[src/hw/cfr_pkg.sv]
package cfr_pkg;
  // Register addresses (6-bit register address field)
  localparam logic [5:0] ADDR_FB_FIRST = 6'h13;
  localparam logic [5:0] ADDR_FB_LAST = 6'h18;
  localparam logic [5:0] ADDR_DIE_X = 6'h19;
  localparam logic [5:0] ADDR_DIE_Y = 6'h1a;
  localparam logic [5:0] ADDR_WAFER = 6'h1b;
  localparam logic [5:0] ADDR_SPARE = 6'h1c;
  // Field layout
  localparam int FB_W = 10;
  localparam int FB_LSB = 1;
  localparam int UV_BIT = 15;
  localparam int TRACE_W = 10;
  localparam int TRACE_LSB = 1;
  localparam int NUM_OUT = 6;
  // Reset values
  localparam logic [9:0] FB_RST = 10'h000;
  // Sample period and filter shift
  localparam int SAMPLE_NS = 1000;
  localparam int CLK_NS = 4;
  localparam int SAMPLE_CYC = (SAMPLE_NS + CLK_NS - 1) / CLK_NS;
  localparam int SAMPLE_CNT_W = 8;
  localparam int FILT_SHIFT = 2;

  // Register read request
  typedef struct packed {
    logic valid;
    logic clear;
    logic [5:0] addr;
  } cfr_req_type;
endpackage

[src/hw/cfr_regs.sv]
`timescale 1ns/1ps
`default_nettype none
module cfr_regs #(
  parameter int FB_W = cfr_pkg::FB_W,
  parameter int NUM_OUT = cfr_pkg::NUM_OUT,
  parameter int SAMPLE_CYC = cfr_pkg::SAMPLE_CYC,
  parameter logic [9:0] DIE_X = 10'h000, // Arbitrary value
  parameter logic [9:0] DIE_Y = 10'h000, // Arbitrary value
  parameter logic [9:0] WAFER = 10'h000 // Arbitrary value
) (
  // Clock and reset
  input wire logic clk_in,
  input wire logic nrst_in,
  // Regulation loop values, one per output
  input wire logic [NUM_OUT*FB_W-1:0] loop_value_in,
  // Logic supply regulator below falling undervoltage threshold
  input wire logic logic_supply_uv_in,
  // Register read request from the serial interface
  input wire cfr_pkg::cfr_req_type req_in,
  // Read data (parity slot bit 0 left zero) and valid
  output logic [15:0] rdata_out,
  output logic rvalid_out,
  // Status byte fault bit
  output logic global_fault_bit_two_out
);
  // Width of the sampling timer
  localparam int SAMPLE_CNT_W = cfr_pkg::SAMPLE_CNT_W;

  typedef struct packed {
    logic [SAMPLE_CNT_W-1:0] cnt;
    logic sample;
    logic uv_flag;
    logic [15:0] rdata;
    logic rvalid;
  } cfr_state_type;

  cfr_state_type s_r, s_nxt;
  logic [NUM_OUT*FB_W-1:0] filt;

  // Word layout for a 10-bit field above the parity slot
  function automatic logic [15:0] place10(input logic [9:0] v);
    place10 = 16'h0000;
    place10[cfr_pkg::FB_LSB +: cfr_pkg::FB_W] = v;
  endfunction

  // One sampler per output
  for (genvar i = 0; i < NUM_OUT; i++) begin : g_ch
    cfr_filter #(.W(FB_W), .SHIFT(cfr_pkg::FILT_SHIFT)) u_filt (
      .clk_in(clk_in),
      .nrst_in(nrst_in),
      .sample_in(s_r.sample),
      .raw_in(loop_value_in[i*FB_W +: FB_W]),
      .value_out(filt[i*FB_W +: FB_W])
    );
  end

  // Sampling timer, flag and read decode
  always_comb begin
    int idx;
    idx = 0;
    s_nxt = s_r;
    s_nxt.rvalid = 1'b0;
    s_nxt.sample = 1'b0;
    if (s_r.cnt == SAMPLE_CNT_W'(SAMPLE_CYC - 1)) begin
      s_nxt.cnt = '0;
      s_nxt.sample = 1'b1;
    end else begin
      s_nxt.cnt = s_r.cnt + SAMPLE_CNT_W'(1);
    end
    if (req_in.valid) begin
      s_nxt.rvalid = 1'b1;
      s_nxt.rdata = 16'h0000;
      if (req_in.addr >= cfr_pkg::ADDR_FB_FIRST && req_in.addr <= cfr_pkg::ADDR_FB_LAST) begin
        idx = int'(req_in.addr - cfr_pkg::ADDR_FB_FIRST);
        s_nxt.rdata = place10(filt[idx*FB_W +: FB_W]);
        if (req_in.addr == cfr_pkg::ADDR_FB_FIRST) begin
          s_nxt.rdata[cfr_pkg::UV_BIT] = s_r.uv_flag;
          if (req_in.clear) begin
            s_nxt.uv_flag = 1'b0;
          end
        end
      end else if (req_in.addr == cfr_pkg::ADDR_DIE_X) begin
        s_nxt.rdata = place10(DIE_X);
      end else if (req_in.addr == cfr_pkg::ADDR_DIE_Y) begin
        s_nxt.rdata = place10(DIE_Y);
      end else if (req_in.addr == cfr_pkg::ADDR_WAFER) begin
        s_nxt.rdata = place10(WAFER);
      end
    end
    // Set wins over clear
    if (logic_supply_uv_in) begin
      s_nxt.uv_flag = 1'b1;
    end
  end

  // State register
  always_ff @(posedge clk_in or negedge nrst_in) begin
    if (!nrst_in) begin
      s_r <= '0;
    end else begin
      s_r <= s_nxt;
    end
  end

  assign rdata_out = s_r.rdata;
  assign rvalid_out = s_r.rvalid;
  assign global_fault_bit_two_out = s_r.uv_flag;

  // Checks
  a_uv_sets: assert property (@(posedge clk_in) disable iff (!nrst_in)
    logic_supply_uv_in |=> s_r.uv_flag) else $error("uv flag not set");
  a_uv_holds: assert property (@(posedge clk_in) disable iff (!nrst_in)
    s_r.uv_flag && !(req_in.valid && req_in.clear && req_in.addr == cfr_pkg::ADDR_FB_FIRST)
    |=> s_r.uv_flag) else $error("uv flag lost");
  a_fault_mirror: assert property (@(posedge clk_in) disable iff (!nrst_in)
    global_fault_bit_two_out == s_r.uv_flag) else $error("fault bit mismatch");
  a_read_answer: assert property (@(posedge clk_in) disable iff (!nrst_in)
    req_in.valid |=> rvalid_out) else $error("no read answer");
  a_fb_range: assert property (@(posedge clk_in) disable iff (!nrst_in)
    rvalid_out |-> rdata_out[14:11] == 4'h0 && rdata_out[0] == 1'b0)
    else $error("reserved bits set");
  a_sample_period: assert property (@(posedge clk_in) disable iff (!nrst_in)
    s_r.sample |=> !s_r.sample) else $error("sampling every cycle");
  a_trace_x: assert property (@(posedge clk_in) disable iff (!nrst_in)
    req_in.valid && req_in.addr == cfr_pkg::ADDR_DIE_X |=> rdata_out == place10(DIE_X))
    else $error("die x wrong");
  a_spare_zero: assert property (@(posedge clk_in) disable iff (!nrst_in)
    req_in.valid && req_in.addr == cfr_pkg::ADDR_SPARE |=> rdata_out == 16'h0000)
    else $error("spare not zero");

  // Strobe only fires on the timer wrap
  a_sample_wrap: assert property (@(posedge clk_in) disable iff (!nrst_in)
    s_r.sample |-> s_r.cnt == '0) else $error("strobe off the wrap");

  // Timer end always yields a strobe
  a_sample_due: assert property (@(posedge clk_in) disable iff (!nrst_in)
    s_r.cnt == SAMPLE_CNT_W'(SAMPLE_CYC - 1) |=> s_r.sample)
    else $error("strobe missing");

  // Filtered values stay put between strobes
  a_filter_still: assert property (@(posedge clk_in) disable iff (!nrst_in)
    !s_r.sample |=> $stable(filt)) else $error("filter moved without strobe");

  // First channel read returns the filtered value
  a_fb_value: assert property (@(posedge clk_in) disable iff (!nrst_in)
    req_in.valid && req_in.addr == cfr_pkg::ADDR_FB_FIRST
    |=> rdata_out[cfr_pkg::FB_LSB +: FB_W] == $past(filt[FB_W-1:0]))
    else $error("feedback word wrong");

  // Read-and-clear drops the flag when no new event
  a_uv_clears: assert property (@(posedge clk_in) disable iff (!nrst_in)
    req_in.valid && req_in.clear && req_in.addr == cfr_pkg::ADDR_FB_FIRST
    && !logic_supply_uv_in |=> !s_r.uv_flag) else $error("uv flag not cleared");

  // New event beats a clear in the same cycle
  a_uv_set_wins: assert property (@(posedge clk_in) disable iff (!nrst_in)
    logic_supply_uv_in && req_in.valid && req_in.clear |=> s_r.uv_flag)
    else $error("clear beat set");

  // Flag bit appears only in the first channel word
  a_uv_bit_only: assert property (@(posedge clk_in) disable iff (!nrst_in)
    req_in.valid && req_in.addr != cfr_pkg::ADDR_FB_FIRST
    |=> !rdata_out[cfr_pkg::UV_BIT]) else $error("flag bit leaked");

  // Fault bit follows a new event
  a_fault_rises: assert property (@(posedge clk_in) disable iff (!nrst_in)
    logic_supply_uv_in |=> global_fault_bit_two_out) else $error("fault bit late");

  // Answer is a single-cycle pulse
  a_rvalid_pulse: assert property (@(posedge clk_in) disable iff (!nrst_in)
    !req_in.valid |=> !rvalid_out) else $error("stray answer");

  // Read word holds while idle
  a_rdata_hold: assert property (@(posedge clk_in) disable iff (!nrst_in)
    !req_in.valid |=> $stable(rdata_out)) else $error("read word moved");

  // Identity words for Y and wafer
  a_trace_y: assert property (@(posedge clk_in) disable iff (!nrst_in)
    req_in.valid && req_in.addr == cfr_pkg::ADDR_DIE_Y |=> rdata_out == place10(DIE_Y))
    else $error("die y wrong");
  a_trace_wafer: assert property (@(posedge clk_in) disable iff (!nrst_in)
    req_in.valid && req_in.addr == cfr_pkg::ADDR_WAFER |=> rdata_out == place10(WAFER))
    else $error("wafer word wrong");

  // Unmapped addresses read as zero
  a_unmapped_zero: assert property (@(posedge clk_in) disable iff (!nrst_in)
    req_in.valid && req_in.addr > cfr_pkg::ADDR_SPARE |=> rdata_out == 16'h0000)
    else $error("unmapped not zero");

  // Scenario coverage
  c_uv_clear: cover property (@(posedge clk_in) s_r.uv_flag ##1 !s_r.uv_flag);
  c_trace_read: cover property (@(posedge clk_in) req_in.valid && req_in.addr == cfr_pkg::ADDR_WAFER);
  c_fb_read: cover property (@(posedge clk_in) req_in.valid && req_in.addr == cfr_pkg::ADDR_FB_LAST);
  c_sample: cover property (@(posedge clk_in) s_r.sample);
endmodule // cfr_regs
`default_nettype wire

[src/hw/cfr_filter.sv]
`timescale 1ns/1ps
`default_nettype none
// Periodic sampler with first-order low-pass filter for one feedback channel
module cfr_filter #(
  parameter int W = 10,
  parameter int SHIFT = 2
) (
  // Clock and reset
  input wire logic clk_in,
  input wire logic nrst_in,
  // Sample strobe and raw loop value
  input wire logic sample_in,
  input wire logic [W-1:0] raw_in,
  // Filtered value
  output logic [W-1:0] value_out
);
  typedef struct packed {
    logic [W+SHIFT-1:0] acc;
  } cfr_filt_state_type;

  cfr_filt_state_type s_r, s_nxt;

  // Accumulator moves a fraction toward the sample, only on the strobe
  always_comb begin
    s_nxt = s_r;
    if (sample_in) begin
      s_nxt.acc = s_r.acc - (W+SHIFT)'(s_r.acc >> SHIFT) + (W+SHIFT)'(raw_in);
    end
  end

  // State register
  always_ff @(posedge clk_in or negedge nrst_in) begin
    if (!nrst_in) begin
      s_r <= '0;
    end else begin
      s_r <= s_nxt;
    end
  end

  assign value_out = s_r.acc[W+SHIFT-1:SHIFT];
endmodule // cfr_filter
`default_nettype wire

[config.mk]
export PLATFORM = sky130hd
export DESIGN_NAME = cfr_regs
export DESIGN_NICKNAME = d
export VERILOG_FILES = /design/src/hw/cfr_pkg.sv /design/src/hw/cfr_regs.sv /design/src/hw/cfr_filter.sv
export SDC_FILE = /design/constraint.sdc
export NUM_CORES = 1
export LEC_CHECK = 0
export BUFFER_PORTS_ARGS = -buffer_cell sky130_fd_sc_hd__buf_2
export CAP_MARGIN = 20
export CORE_UTILIZATION = 35
export DETAILED_ROUTE_END_ITERATION = 6
export SYNTH_ARGS = -nofsm -noshare
export SYNTH_HDL_FRONTEND = slang
export SYNTH_HIERARCHICAL = 1
export SYNTH_SLANG_ARGS = --single-unit
[constraint.sdc]
create_clock -name clk_in -period 2.2 [get_ports clk_in]
set_input_delay 0.11 -clock clk_in [delete_from_list [all_inputs] [get_ports clk_in]]
set_output_delay 0.11 -clock clk_in [all_outputs]
set_load 0.01 [all_outputs]
==> implementation parameters <==
Parameter                              Value

Floorplan
  Area of the die    34,700 um2
  Placeable core region    33,400 um2
  DIE HEIGHT    186 um
  Count of pins on the block boundary    89
  Die X    186 um
  Total number of placement rows    67
  Starting Density    35.5%

Clock network
  CTS clk-pin slew, worst paths    0.08 ns
  Buffer type at the clock tree root    clkbuf_16
  TritonCTS clock tree    built
  CTS HTree Levels    3
  Clock Path Buffers    2
  Clock latency reported for the late side of the worst-skew pair    between 0.3 and 0.4 ns
  Sink count of the clock tree    94
  Number of CTS-inserted buffers    9

Critical path
  Signal arrival time at the worst endpoint    2.66 ns
  Critical path endpoint category    flip-flop
  Reg-to-reg critical path startpoint    g_ch[1].u_filt/s_r[3]$_DFFE_PN0P_
  Sort of element at the start of the critical path    flip-flop
  Critical Setup Path Class    flip-flop to flip-flop
  Critical path required time    2.48 ns
  Logic depth of the worst register-to-register path    9
  Destination of the worst register-to-register timing path    g_ch[1].u_filt/s_r[11]$_DFFE_PN0P_
  Worst-case register-to-register setup slack    -0.18 ns
  Maximum fanout encountered on the critical timing path    3

STA
  Post-Route Hold Slack    0.154 ns
  Remaining max-slew budget at the tightest pin    44.1%
  Setup slack after layout    -0.180 ns
  Transition time at the pin with the least slew margin    0.839 ns
  Final worst clock skew    0.0144 ns
  Number of hold-slack violations in the final timing report    0
  Crit share post-route    108%
  Time the worst path needs with I/O delays and setup    2.38 ns
  Final number of setup-violating endpoints    39
  Number of pins exceeding their max-slew limit in the final report    0
  RSZ-0062 raised after global routing    yes
  Max Clk Rate    420 MHz

Pwr
  Total net switching power    2.44 mW
  Relative contribution of sequential cells to total power    26.1%
  Pwr Density    418 nW/um2
  Internal Pwr Total    4.34 mW
  Part of the total power dissipated in combinational logic    46.5%
  Total leakage power    7.56 nW
  Switching part of the total power    36.0%
  Largest vdd supply drop    just under 0.0004 V
  Clock share of power    roughly 27%
  Overall power    6.78 mW

Route
  Post-detailed-routing wire length    34,300 um
  Total via count after detailed routing    10,557
  Vias per std cell    5.06
  Total DRC errors in the routed layout    0
  Pre-Repair DR Iteration Count    5
  Number of DRC markers in iteration 0    around 650
  Antenna Nets Post-Route    0
  Routed wire length per instance    roughly 16 um

Yosys
  Leading cell types by total area after synthesis    dfrtp_1, fa_1, ha_1, inv_1, mux4_2
  Post-synthesis sequential element count    94
  Number of warning messages in the yosys log    6
  Top cell type's share of synthesized area    19.8%
  Leading area contributor after synthesis    dfrtp_1
  Part of the Yosys area used for sequential elements    between 10% and 20%
  Most common cell in the netlist    inv_1
  Average cell area after synthesis    8.73 um2
  Commonest cells in the synthesized netlist    inv_1, nand2_1, dfrtp_1
  Most used flip-flop cell after synthesis    dfrtp_1
  Post-synthesis cell type count    67
  Post-Syn Instances    1,362
  Post-Synthesis Cell Area    11,900 um2
  Number of enable-type register cells in the synthesized netlist    0
  Share of synthesized registers carrying an async set or reset    100%

Place
  Area after DPL    14,200 um2
  DP Wirelength    approximately 25,000 um
  Setup Slack @ Placement    -0.638 ns
  Count of placed standard cells including taps    a little over 2,000
  Buffers added on ports    83
  Weighted congestion reported at the end of routability-driven placement    0.913

Run status
  Violations in the final reports    setup timing
  Run status    complete, but fails checks

Global routing
  Antenna violations before repair    0
  First-pass GRT wire length    55,400 um
  Number of global-route vias before repair    10,846
  Total congestion overflow after global routing    0
  Largest net degree at the start of global routing    73
  GR Util All Layers    19.7%

Min path
  Number of cells traversed by the worst hold path    3
  Min-Delay Path Class    input pin to flip-flop
  Start point of the worst min-delay path    req_in[3]
  WHS Endpoint    rdata_out[15]$_DFFE_PN0P_

Finish
  Final std cell area, no fill    between 15,000 and 20,000 um2
  Relative area change from synthesis to final layout    36.4%
  # diodes    0
  Layout cells sized above 1    42.0%
  Post-layout instance count excluding filler cells    2,088
  Net count, final    1,849

Flow run
  Max-cap violations    0
[through the flow]
stage	setup TNS (ns)	utilization (%)
after floorplan	-3.72	-
after global placement	-9.74	42.5
after detailed placement	-11.06	42.5
after CTS	-2.21	46.7
after global routing	-7.83	48.5
final	-3.30	48.5
[worst max-delay path, stage by stage, from the launching register on]
cell and delay, ns:
dfrtp_1 0.41, buf_6 0.13, fa_1 0.51, inv_2 0.06
ha_4 0.22, a211oi_4 0.28, o211ai_2 0.15, nand4_2 0.13
mux2_4 0.32, o2111ai_2 0.08
[area by class of cell]
class                      count  area (um2)
clock inverter                 5        81.3
clock buffer                  11         253
inverter                     266        1000
fill                        3144       17200
tap                          448         561
timing repair buffer         379        2790
sequential                    94        2360
multi-input combinational    885        9180
[metal layers]
layer	GRT usage (%)	wire length [um]
met1	25.9	15400
met2	33.8	16900
met3	2.93	1330
met4	5.15	654
met5	0	0
[state kept, by name (all words and copies together), names as in the netlist]
register	cells
g_ch.u_filt/s_r	72
rvalid_out	1
s_r	9
global_fault_bit_two_out	1
rdata_out	11
[power groups by stage]
stage	Clock (mW)	Combinational (mW)	Sequential, mW
3_3_place_gp	0	2.59	1.81
3_5_place_dp	0	2.62	1.80
6_report	1.86	3.15	1.77
5_1_grt	1.97	3.43	1.77
4_1_cts	1.92	2.91	1.77
2_1_floorplan	0	1.73	1.80
[cells in the final DEF, fill, tap and decap left out, types with 31 or more instances in the layout]
cell type,n
fa_1,54
inv_1,223
buf_4,270
buf_2,80
nor2_1,35
inv_2,42
dfrtp_1,92
ha_4,43
mux2i_1,56
mux4_2,31
nand2_1,114
a21oi_1,42
[cell families after synthesis]
group           after synthesis  share of synthesized area (%)
other cells                   1                         0.0315
mux                         106                           12.6
buf+inv                     387                           14.8
simple gates                294                           12.0
compound gates              293                           18.3
xor+xnor                     44                           3.54
fa+ha+maj                   143                           18.9
flops                        94                           19.8
[worst max-delay path by stage]
stage / start / end / depth (start not counted)
2_1_floorplan: req_in[1] / rdata_out[8]$_DFFE_PN0P_ / 14
3_3_place_gp: req_in[0] / rdata_out[4]$_DFFE_PN0P_ / 12
3_5_place_dp: req_in[0] / rdata_out[4]$_DFFE_PN0P_ / 12
4_1_cts: g_ch[3].u_filt/s_r[4]$_DFFE_PN0P_ / g_ch[3].u_filt/s_r[11]$_DFFE_PN0P_ / 9
5_1_grt: req_in[1] / rdata_out[4]$_DFFE_PN0P_ / 13
6_report: g_ch[1].u_filt/s_r[3]$_DFFE_PN0P_ / g_ch[1].u_filt/s_r[11]$_DFFE_PN0P_ / 9
[repair_timing]
| action | CTS | global route |
|---|---|---|
| gates resized for setup | 139 | 97 |
| pin swaps | 106 | 83 |
| hold buffers | 4 | 0 |
| setup buffers | 34 | 18 |
| setup endpoints to repair | 52 | 54 |
| endpoints found under the hold margin | 25 | 0 |
(Power assumes the default switching activity.)
